**config.mk**
```make
export PLATFORM = sky130hd
export DESIGN_NAME = wdg_top
export DESIGN_NICKNAME = d
export VERILOG_FILES = /design/src/inc/wdg_pkg.sv /design/src/inc/wdg_cnt_if.sv /design/src/verilog/wdg_top.sv /design/src/verilog/wdg_counter.sv
export SDC_FILE = /design/constraint.sdc
export NUM_CORES = 1
export LEC_CHECK = 0
export ABC_AREA = 1
export BUFFER_PORTS_ARGS = -buffer_cell sky130_fd_sc_hd__buf_2
export CORE_MARGIN = 2
export CORE_UTILIZATION = 55
export DETAILED_ROUTE_END_ITERATION = 10
export GPL_TIMING_DRIVEN = 0
export PLACE_DENSITY = 0.82
export SETUP_SLACK_MARGIN = 0.4
export SYNTH_ARGS = -nofsm -noshare
export SYNTH_HDL_FRONTEND = slang
export SYNTH_SLANG_ARGS = --single-unit
```
**constraint.sdc**
```tcl
create_clock -name i_ref_clk -period 3.6 [get_ports i_ref_clk]
set_input_delay 0.72 -clock i_ref_clk [delete_from_list [all_inputs] [get_ports i_ref_clk]]
set_output_delay 0.72 -clock i_ref_clk [all_outputs]
set_load 0.1 [all_outputs]
```
**src/inc/wdg_pkg.sv**
```systemverilog
/*
  constants, types and helpers of the watchdog timer.
  assumes one 200 MHz clock and a low-frequency oscillator level input.
*/
// Function
// - awake time-out without clear instruction resets the device.
// - time base is the independent low-frequency oscillator, 1 ms base interval.
// - mode 00 keeps the watchdog disabled always.
// - mode 11 keeps it active always, soft enable ignored.
// - mode 10 is active awake and disabled in sleep.
// - mode 01 follows the soft enable bit, sleep has no effect.
// - prescale select sets 1 ms to 256 s, two seconds after reset.
// - count clears on reset, clear instruction, sleep edges, osc fail, disable, start-up.
// - sleep entry clears; if still enabled, counting restarts from zero.
// - sleep exit on crystal clock holds clear until start-up timer ends.
// - sleep exit on RC, internal or external clock clears once only.
// - sleep time-out wakes the device, updates status and reset-cause flags.
// - oscillator divider changes leave the count untouched.
// - prescale code 0 is 1:32, doubling to 10010; higher codes act as 1:32.
// - prescale in bits 5..1, enable bit 0, bits 7..6 read zero.
package wdg_pkg;
  localparam int ADDR_W = 4;
  localparam int DATA_W = 8;
  localparam int CNT_W = 24;
  localparam logic [ADDR_W-1:0] ADR_CTRL = 4'h0;
  localparam logic [ADDR_W-1:0] ADR_IRQ_STAT = 4'h1;
  localparam logic [ADDR_W-1:0] ADR_IRQ_MASK = 4'h2;
  localparam logic [ADDR_W-1:0] ADR_FLAGS = 4'h3;
  localparam int CTRL_EN_BIT = 0;
  localparam int CTRL_PS_LSB = 1;
  localparam int CTRL_PS_MSB = 5;
  localparam int FLG_TO_BIT = 0;
  localparam int FLG_PD_BIT = 1;
  localparam int FLG_RC_BIT = 2;
  localparam int FLG_MODE_LSB = 3;
  localparam int EVT_RESET_BIT = 0;
  localparam int EVT_WAKE_BIT = 1;
  localparam int EVT_W = 2;
  localparam logic [4:0] PS_RESET = 5'h0B;
  localparam logic [4:0] PS_MAX = 5'h12;
  localparam logic [4:0] RATIO_LOG2_MIN = 5'h05;
  localparam int LFOSC_KHZ = 31;
  localparam int BASE_INTERVAL_MS = 1;
  localparam logic [CNT_W-1:0] CNT_ONE = 24'h00_0001;

  typedef enum logic [1:0] {
    WDG_MODE_OFF = 2'b00,
    WDG_MODE_SOFT = 2'b01,
    WDG_MODE_NOSLEEP = 2'b10,
    WDG_MODE_ON = 2'b11
  } wdg_mode_e;

  // 1:32 at code 0, doubling per step; reserved codes fall back to 1:32
  function automatic logic [4:0] wdg_ratio_log2(input logic [4:0] sel);
    if (sel > PS_MAX) begin
      wdg_ratio_log2 = RATIO_LOG2_MIN;
    end else begin
      wdg_ratio_log2 = sel + RATIO_LOG2_MIN;
    end
  endfunction : wdg_ratio_log2

  function automatic logic wdg_active(input logic [1:0] mode,
                                      input logic en, input logic asleep);
    case (mode)
      WDG_MODE_ON: wdg_active = 1'b1;
      WDG_MODE_NOSLEEP: wdg_active = !asleep;
      WDG_MODE_SOFT: wdg_active = en;
      default: wdg_active = 1'b0;
    endcase
  endfunction : wdg_active
endpackage : wdg_pkg

```
**src/inc/wdg_cnt_if.sv**
```systemverilog
/*
  link between watchdog control and its tick counter.
  assumes both ends share one clock.
*/
interface wdg_cnt_if;
  logic tick;
  logic clear;
  logic [4:0] ratio_sel;
  logic timeout;
  modport ctl (output tick, output clear, output ratio_sel, input timeout);
  modport cnt (input tick, input clear, input ratio_sel, output timeout);
endinterface : wdg_cnt_if

```
**src/verilog/wdg_top.sv**
```systemverilog
/*
  watchdog timer: mode decode, clear sources, sleep handling, registers,
  interrupt status and reset/wake outputs.
  assumes all inputs synchronous to i_ref_clk; sleep, osc fail, start-up
  timer and status flag consumers live outside.
*/
// Design decisions made here: the register offsets and the strobed register port.
module wdg_top (
  input wire logic i_ref_clk,
  input wire logic i_resetn,
  input wire logic [wdg_pkg::ADDR_W-1:0] i_addr,
  input wire logic [wdg_pkg::DATA_W-1:0] i_wdata,
  input wire logic i_wr,
  input wire logic i_rd,
  output logic [wdg_pkg::DATA_W-1:0] o_rdata,
  output logic o_irq,
  input wire logic [1:0] i_wd_mode_cfg,
  input wire logic i_low_freq_internal_osc,
  input wire logic i_wd_clear_instruction,
  input wire logic i_sleep,
  input wire logic i_osc_fail,
  input wire logic i_osc_startup_timer,
  input wire logic i_sysclk_crystal,
  output logic o_dev_reset,
  output logic o_wake,
  output logic o_timeout_status_flag_n,
  output logic o_powerdown_status_flag_n,
  output logic o_wd_reset_cause_flag_n
);
  // ----------------------------------------------------------------
  // state
  // ----------------------------------------------------------------
  typedef struct packed {
    logic [4:0] wd_prescale_select;
    logic wd_soft_enable;
    logic [wdg_pkg::EVT_W-1:0] irq_stat;
    logic [wdg_pkg::EVT_W-1:0] irq_mask;
    logic [wdg_pkg::DATA_W-1:0] rdata;
    logic irq;
    logic dev_reset;
    logic wake;
    logic to_n;
    logic pd_n;
    logic rc_n;
    logic osc_prev;
    logic sleep_prev;
    logic tick;
    logic clear;
  } wdg_top_s;

  wdg_top_s st;
  wdg_top_s next_st;
  wdg_cnt_if cif ();

  logic active;
  logic sleep_edge;
  logic ost_hold;
  logic [wdg_pkg::EVT_W-1:0] evt;
  logic [wdg_pkg::DATA_W-1:0] flags;

  // ----------------------------------------------------------------
  // counter
  // ----------------------------------------------------------------
  assign cif.tick = st.tick;
  assign cif.clear = st.clear;
  assign cif.ratio_sel = st.wd_prescale_select;

  wdg_counter u_cnt (
    .i_ref_clk(i_ref_clk),
    .i_resetn(i_resetn),
    .cif(cif)
  );

  // ----------------------------------------------------------------
  // next state
  // ----------------------------------------------------------------
  always_comb begin
    next_st = st;
    active = wdg_pkg::wdg_active(i_wd_mode_cfg, st.wd_soft_enable,
                                 i_sleep);
    sleep_edge = i_sleep != st.sleep_prev;
    // start-up hold only applies to crystal clocks; other clocks clear
    // once through the sleep edge alone
    ost_hold = i_osc_startup_timer && i_sysclk_crystal;
    evt = '0;
    flags = '0;

    // rising oscillator edge is the only time base, whatever the cpu clock
    next_st.osc_prev = i_low_freq_internal_osc;
    next_st.tick = i_low_freq_internal_osc && !st.osc_prev;
    next_st.sleep_prev = i_sleep;

    // divider changes are not a clear source, so the count carries on
    next_st.clear = i_wd_clear_instruction || sleep_edge || i_osc_fail
                    || !active || ost_hold;

    next_st.dev_reset = 1'b0;
    next_st.wake = 1'b0;
    if (i_wd_clear_instruction) begin
      next_st.to_n = 1'b1;
      next_st.pd_n = 1'b1;
    end
    if (i_sleep && !st.sleep_prev) begin
      next_st.to_n = 1'b1;
      next_st.pd_n = 1'b0;
    end
    if (cif.timeout) begin
      next_st.to_n = 1'b0;
      next_st.rc_n = 1'b0;
      if (i_sleep) begin
        next_st.wake = 1'b1;
        evt[wdg_pkg::EVT_WAKE_BIT] = 1'b1;
      end else begin
        next_st.dev_reset = 1'b1;
        evt[wdg_pkg::EVT_RESET_BIT] = 1'b1;
      end
    end

    // register writes
    if (i_wr) begin
      case (i_addr)
        wdg_pkg::ADR_CTRL: begin
          next_st.wd_prescale_select =
            i_wdata[wdg_pkg::CTRL_PS_MSB:wdg_pkg::CTRL_PS_LSB];
          next_st.wd_soft_enable = i_wdata[wdg_pkg::CTRL_EN_BIT];
        end
        wdg_pkg::ADR_IRQ_STAT: begin
          next_st.irq_stat = st.irq_stat & ~i_wdata[wdg_pkg::EVT_W-1:0];
        end
        wdg_pkg::ADR_IRQ_MASK: begin
          next_st.irq_mask = i_wdata[wdg_pkg::EVT_W-1:0];
        end
        wdg_pkg::ADR_FLAGS: begin
          if (i_wdata[wdg_pkg::FLG_RC_BIT] && !cif.timeout) begin
            next_st.rc_n = 1'b1;
          end
        end
        default: begin
        end
      endcase
    end
    // a new event beats a same-cycle write-one-to-clear
    next_st.irq_stat = next_st.irq_stat | evt;
    next_st.irq = |(next_st.irq_stat & next_st.irq_mask);

    // register reads, data in the following cycle only
    flags[wdg_pkg::FLG_TO_BIT] = st.to_n;
    flags[wdg_pkg::FLG_PD_BIT] = st.pd_n;
    flags[wdg_pkg::FLG_RC_BIT] = st.rc_n;
    flags[wdg_pkg::FLG_MODE_LSB +: 2] = i_wd_mode_cfg;
    next_st.rdata = '0;
    if (i_rd) begin
      case (i_addr)
        wdg_pkg::ADR_CTRL: begin
          // top two bits stay zero, they are not implemented
          next_st.rdata[wdg_pkg::CTRL_PS_MSB:wdg_pkg::CTRL_PS_LSB] =
            st.wd_prescale_select;
          next_st.rdata[wdg_pkg::CTRL_EN_BIT] = st.wd_soft_enable;
        end
        wdg_pkg::ADR_IRQ_STAT: begin
          next_st.rdata[wdg_pkg::EVT_W-1:0] = st.irq_stat;
        end
        wdg_pkg::ADR_IRQ_MASK: begin
          next_st.rdata[wdg_pkg::EVT_W-1:0] = st.irq_mask;
        end
        wdg_pkg::ADR_FLAGS: begin
          next_st.rdata = flags;
        end
        default: begin
          next_st.rdata = '0;
        end
      endcase
    end
  end

  // ----------------------------------------------------------------
  // registers
  // ----------------------------------------------------------------
  always_ff @(posedge i_ref_clk or negedge i_resetn) begin
    if (!i_resetn) begin
      st <= '0;
      st.wd_prescale_select <= wdg_pkg::PS_RESET;
      st.to_n <= 1'b1;
      st.pd_n <= 1'b1;
      st.rc_n <= 1'b1;
      st.clear <= 1'b1;
    end else begin
      st <= next_st;
    end
  end

  assign o_rdata = st.rdata;
  assign o_irq = st.irq;
  assign o_dev_reset = st.dev_reset;
  assign o_wake = st.wake;
  assign o_timeout_status_flag_n = st.to_n;
  assign o_powerdown_status_flag_n = st.pd_n;
  assign o_wd_reset_cause_flag_n = st.rc_n;
endmodule : wdg_top

```
**src/verilog/wdg_counter.sv**
```systemverilog
/*
  oscillator tick counter with ratio compare, one-cycle time-out pulse.
  assumes tick and clear are registered by the controller.
*/
module wdg_counter (
  input wire logic i_ref_clk,
  input wire logic i_resetn,
  wdg_cnt_if.cnt cif
);
  typedef struct packed {
    logic [wdg_pkg::CNT_W-1:0] cnt;
    logic timeout;
  } wdg_cnt_s;

  wdg_cnt_s st;
  wdg_cnt_s next_st;
  logic [wdg_pkg::CNT_W-1:0] last;

  always_comb begin
    last = (wdg_pkg::CNT_ONE << wdg_pkg::wdg_ratio_log2(cif.ratio_sel))
           - wdg_pkg::CNT_ONE;
    next_st = st;
    next_st.timeout = 1'b0;
    if (cif.clear) begin
      next_st.cnt = '0;
    end else if (cif.tick) begin
      if (st.cnt >= last) begin
        // >= so a smaller ratio picked mid-count still expires
        next_st.cnt = '0;
        next_st.timeout = 1'b1;
      end else begin
        next_st.cnt = st.cnt + wdg_pkg::CNT_ONE;
      end
    end
  end

  always_ff @(posedge i_ref_clk or negedge i_resetn) begin
    if (!i_resetn) begin
      st <= '0;
    end else begin
      st <= next_st;
    end
  end

  assign cif.timeout = st.timeout;
endmodule : wdg_counter

```
==> reports/qor.yml, run 1 <==
detailed_routing:
  dr.first_iter.drc_count: 296
  drt-total-wl_mm: 11.4
  viasPerCell: 5.62
  vias: 4280
  dr.pass1.iters: 6
  drcViolationCount: 0
  wl_per_cell_um: 15.0
  antenna_left: 0
power:
  vdd_drop_max_mv: 0.311
  power.density_nw_per_um2: 374
  p_leak_nw: 2.51
yosys:
  yosysUniqueCellTypes: 37
  avgSynthCellArea_um2: 6.90
  synth-seq-area-share_pct: 31.7
  synth_top_family_by_area: "simple AND/OR/NAND/NOR gates"
  ys_warn_count: 0
  synthAdderAreaFrac_pct: 8.95
  yosys.area_share.xor_xnor_pct: 3.67
  synth_compound_area_share_pct: 8.11
  yosys.area_share.simple_pct: 37.6
  synth_area_um2: 4060
  ys_ff_latch: 51
  ys_async_sr_fraction_pct: 100
  syn_inst: 588
  synth-edff-count: 0
  synthMuxAreaShare_pct: 0.278
  synthFlopType: "dfrtp_1"
timing:
  final.period_utilization_pct: 103
  hold_viol: 0
  timing.final.max_slew_violations: 0
  relSlewSlack_pct: 24.2
  holdWs_ps: 401
  setup_viol: 25
  rsz0062_at_grt: "true"
  setup_slack_ps: -124
  skew_ps: 7.84
  max_freq_mhz: 269
  period_needed_ps: 3720
  worst_pin_slew_ps: 1140
critical_path:
  crit_path_max_fanout: 5
  crit_start: "cif.ratio_sel[0]$_DFFE_PN1P_"
  cp_top_family: "simple AND/OR/NAND/NOR gates"
  cpPeakStageDelay_ps: 550
  critPathSlowestCell: "dfstp_2"
  crit_top_cell: "nand2_1"
  required_ps: 3800
  r2r_start: "cif.ratio_sel[0]$_DFFE_PN1P_"
  worstSetupEndpointType: "flop"
  path_class: "flop to flop"
  setup.worst_path.start_class: "flop"
  cp.arrival_ps: 3930
  crit_buf_inv: 8
cells_and_area:
  final_util_pct: 70.8
  register_area_um2: 1280
  n_antenna_cell: 0
  final_cells: 761
  n_fill_cell: 601
  multiInputGateArea_um2: 2660
  fin_nets: 714
  final_cell_mix: "nand2_1 (148), inv_1 (65), nor2_1 (64)"
  final_common_cell: "nand2_1"
  drive_gt1_share_pct: 24.3
  area.growth.synth_to_final_pct: 26.0
clock_tree:
  cts_tree: "built"
  cts_sinks: 51
  clock_path_buffers: 2
  cts-root-buf: "clkbuf_8"
  numCtsBuffers: 5
  htree_levels: 2
  clock_latency_ps: 310
  clk_pin_slew_ps: 100
  holdBufCountCts: 0
placed_design:
  port-buffer-count: 33
  gp_congestion: 1.02
  dp_hpwl_mm: 8.04
  placed_cells_incl_taps: 721
  pre_cts_slack_ps: -473
floorplan:
  placementRows: 31
  num_io_pins: 38
  die_x_um: 89.9
  die_h_um: 89.9
  initial_utilization_pct: 56.2
  coreArea_um2: 7210
  die-area_um2: 8080
min_path:
  hold_path.class: "flop to flop"
  hp-start: "st[3]$_DFF_PN0_"
flow_run:
  cap_violations: 0
global_route:
  grt.overflow.total: 0
  grt_max_degree: 52
  grt_pass1_wl_mm: 18.9
  grt_pass1_vias: 4117
  grtUsageTotal_pct: 28.4
  antenna_found_initial: 0
status:
  violations: "setup timing"
  status: "finished, violations left"
==> path summary, 6_finish.rpt <==
path                                                  to  slack (ps)  cells after the start
worst max-delay path            u_cnt.st[10]$_DFFE_PN0P_        -120                     28
worst max register to register  u_cnt.st[10]$_DFFE_PN0P_        -120                     28
max in group asynchronous       u_cnt.st[17]$_DFFE_PN0P_        2280                      1
min in group asynchronous                o_irq$_DFF_PN0_         620                      1
worst min register to register        cif.tick$_DFF_PN0_         400                      1
worst min-delay path                  cif.tick$_DFF_PN0_         400                      1
==> Yosys cell counts (2+ instances only) <==
master	n	share of area [%]
dfrtp_1	44	27
clkbuf_1	6	0.56
buf_2	4	0.49
o21ai_0	20	2.5
o211ai_1	3	0.56
nor4_1	2	0.31
inv_1	69	6.4
nor2_2	2	0.31
nand4_1	17	2.6
nand2_2	4	0.62
nor2_4	2	0.56
inv_2	2	0.19
buf_6	2	0.56
nand2_1	154	14
buf_4	8	1.5
xor2_1	14	3.0
xnor2_1	3	0.65
nand3_2	5	1.2
nand3b_1	2	0.37
a221oi_1	2	0.43
ha_1	29	8.9
dfstp_2	7	4.5
nand3_1	61	7.5
nor2_1	68	6.3
a21oi_1	28	3.5
nor3_1	19	2.3
==> layer usage <==
layer	global-route usage (%)	routed length [um]	part of all wire, %
met1	37.0	4780	42
met2	48.4	5580	49
met3	4.61	804	7.0
met4	9.62	269	2.4
met5	0	0	0
==> logic make-up (layout without fill, tap and decap cells) <==
kind of cell / Yosys count / after routing
flip-flops: 51 / 51
multiplexers: 1 / 1
AO/OA/AOI/OAI: 59 / 59
XOR/XNOR: 17 / 17
buffers and inverters: 91 / 164
other: 1 / 2
adder cells (fa/ha/maj): 29 / 29
AND/OR/NAND/NOR: 339 / 339
==> registers in the layout (all words and copies together) (netlist names) <==
signal                     count
cif.tick                       1
cif.ratio_sel                  5
o_timeout_status_flag_n        1
o_irq                          1
cif.clear                      1
o_wake                         1
o_dev_reset                    1
u_cnt.st                      24
u_cnt.cif.timeout              1
st                             7
o_powerdown_status_flag_n      1
o_rdata                        6
o_wd_reset_cause_flag_n        1
==> final cells by class <==
class,instances,share of cell area [%]
Clock buffer,5,1.35
Sequential cell,51,25.1
Inverter,71,5.46
Timing Repair Buffer,65,9.30
Tap cell,99,2.42
Buffer,20,3.82
Multi-Input combinational cell,447,52.1
Clock inverter,3,0.441
==> stage by stage <==
step                      TNS, ps  power (mW)  area, um2
after floorplan                 0        1.25       4280
after global placement      -8520        1.38       4570
after detailed placement   -10640        1.42       4570
after CTS                    -538        1.88       5000
after global routing        -9320        2.05       5110
final                       -2670        1.91       5110
==> power by group <==
| group | internal, mW | switching, mW |
|---|---|---|
| Clock | 0.141 | 0.207 |
| Combinational | 0.348 | 0.587 |
| Sequential | 0.605 | 0.0241 |
==> what timing repair did <==
| action | in CTS | in global routing |
|---|---|---|
| cloned | 3 | 1 |
| resized for setup | 21 | 11 |
| pin swaps | 14 | 19 |
| setup endpoints to repair | 25 | 25 |
| setup buffers | 23 | 5 |
No activity file was read; power rests on OpenSTA's default activity.
==> run 2, diff against run 1 <==
--- a/config.mk
+++ b/config.mk
@@ -7,11 +7,12 @@
 export LEC_CHECK = 0
 export ABC_AREA = 1
 export BUFFER_PORTS_ARGS = -buffer_cell sky130_fd_sc_hd__buf_2
+export CAP_MARGIN = 40
 export CORE_MARGIN = 2
 export CORE_UTILIZATION = 55
 export DETAILED_ROUTE_END_ITERATION = 10
 export GPL_TIMING_DRIVEN = 0
-export PLACE_DENSITY = 0.82
+export PLACE_DENSITY_LB_ADDON = 0.2
 export SETUP_SLACK_MARGIN = 0.4
 export SYNTH_ARGS = -nofsm -noshare
 export SYNTH_HDL_FRONTEND = slang
==> run 2 against run 1 <==
The run still ends with setup timing left. Flip-flop and latch count is the same. Fmax grew 0.21%. Final area shrank 0.15%. Cell count grew 0.13%. Wire length shrank 3.6%.
==> reports/qor.yml, run 2 (synthesis results as in run 1) <==
floorplan:
  placementRows: 31
  die_h_um: 89.9
  coreArea_um2: 7210
  num_io_pins: 38
  initial_utilization_pct: 56.2
  die_x_um: 89.9
  die-area_um2: 8080
clock_tree:
  numCtsBuffers: 5
  clock_path_buffers: 2
  cts-root-buf: "clkbuf_8"
  cts_tree: "built"
  htree_levels: 2
  holdBufCountCts: 0
  clk_pin_slew_ps: 100
  cts_sinks: 51
  clock_latency_ps: 310
cells_and_area:
  area.growth.synth_to_final_pct: 25.8
  drive_gt1_share_pct: 24.9
  final_cell_mix: "nand2_1 (148), inv_1 (64), nor2_1 (64)"
  register_area_um2: 1280
  final_common_cell: "nand2_1"
  n_fill_cell: 580
  largest_reg_flops: 24
  finalInstanceArea_um2: 5100
  n_antenna_cell: 0
  multiInputGateArea_um2: 2660
  largest-register: "u_cnt.st"
  fin_nets: 715
status:
  violations: "setup timing"
  status: "finished, violations left"
critical_path:
  critPathSlowestCell: "dfstp_2"
  cpPeakStageDelay_ps: 610
  path_class: "flop to flop"
  worstSetupEndpointType: "flop"
  reg2reg_slack_ps: -120
  required_ps: 3800
  crit_top_cell: "nand2_1"
  cp.arrival_ps: 3920
  setup.worst_path.start_class: "flop"
  crit_path_max_fanout: 6
power:
  vdd_drop_max_mv: 0.244
  power.density_nw_per_um2: 382
  p_leak_nw: 2.49
  fin_total_pwr_mw: 1.95
timing:
  skew_ps: 11.5
  max_freq_mhz: 269
  final.period_utilization_pct: 103
  relSlewSlack_pct: 58.3
  finalSetupTns_ps: -2450
  hold_viol: 0
  rsz0062_at_grt: "true"
  period_needed_ps: 3720
  holdWs_ps: 402
  timing.final.max_slew_violations: 0
  setup_viol: 25
  worst_pin_slew_ps: 620
  setup_slack_ps: -117
global_route:
  grt_pass1_wl_mm: 18.2
  grt_max_degree: 28
  antenna_found_initial: 0
  grtUsageTotal_pct: 27.2
  grt_pass1_vias: 3998
  grt.overflow.total: 0
placed_design:
  dp_hpwl_mm: 8.13
  gp_congestion: 0.991
  port-buffer-count: 33
  dpl_cell_area_um2: 4590
detailed_routing:
  drcViolationCount: 0
  drt-total-wl_mm: 11.0
  vias: 4193
  viasPerCell: 5.50
  wl_per_cell_um: 14.5
  dr.pass1.iters: 5
  dr.first_iter.drc_count: 311
  antenna_left: 0
flow_run:
  cap_violations: 0
min_path:
  hold_path.class: "flop to flop"
==> run 2: changes by cell type in the layout (fill, tap and decap cells not counted), sizes merged <==
cell    before  now
buf         77   79
clkinv       1    2
inv         73   71
==> run 2: per-stage QoR <==
step / instances / util [%] / worst slack, ps
2_1_floorplan: 589 / - / 164
3_3_place_gp: 721 / 63.4 / -390
3_5_place_dp: 722 / 63.6 / -441
4_1_cts: 754 / 68.8 / 8.38
5_1_grt: 762 / 70.7 / -323
6_report: 762 / 70.7 / -117
==> run 2: final cells by class <==
class / count / share of cell area (%)
timing repair buffer: 66 / 9.47
tap: 99 / 2.43
multi-input combinational: 447 / 52.1
sequential: 51 / 25.2
clock buffer: 6 / 1.42
buffer: 20 / 3.58
clock inverter: 2 / 0.343
inverter: 71 / 5.47
==> run 2: worst paths after layout <==
kind,cells past startpoint,endpoint,from
worst max-delay path,25,u_cnt.st[5]$_DFFE_PN0P_,cif.ratio_sel[1]$_DFFE_PN1P_
worst max register to register,25,u_cnt.st[5]$_DFFE_PN0P_,cif.ratio_sel[1]$_DFFE_PN1P_
min in group asynchronous,1,o_wake$_DFF_PN0_,i_resetn
max in group asynchronous,2,cif.ratio_sel[3]$_DFFE_PN1P_,i_resetn
worst min-delay path,1,cif.tick$_DFF_PN0_,st[3]$_DFF_PN0_
worst min register to register,1,cif.tick$_DFF_PN0_,st[3]$_DFF_PN0_
==> run 2: per-layer routing <==
metal	GRT usage [%]	up-vias	part of all wire, %
li1	-	2074	-
met1	37.4	1961	44
met2	46.5	136	49
met3	2.77	22	5.3
met4	6.67	0	1.8
met5	0	-	0
==> run 2: what timing repair did <==
item / CTS / global route
gates resized for setup: 18 / 17
setup endpoints to repair: 25 / 25
gates cloned: 2 / 1
pin swaps: 30 / 20
setup buffers: 22 / 7
==> run 2: critical path, delay by kind of cell, from the launching register on <==
| family | cells | cell delay [ps] |
|---|---|---|
| simple gates | 16 | 1670 |
| buf+inv | 6 | 640 |
| flops | 1 | 610 |
| fa+ha+maj | 2 | 490 |
| compound gates | 1 | 180 |
==> run 2: power by group <==
group	total, mW	internal, mW	switching (mW)	leakage (nW)
registers	0.630	0.605	0.0251	0.669
clock network	0.331	0.140	0.191	0.0454
logic	0.987	0.389	0.598	1.78
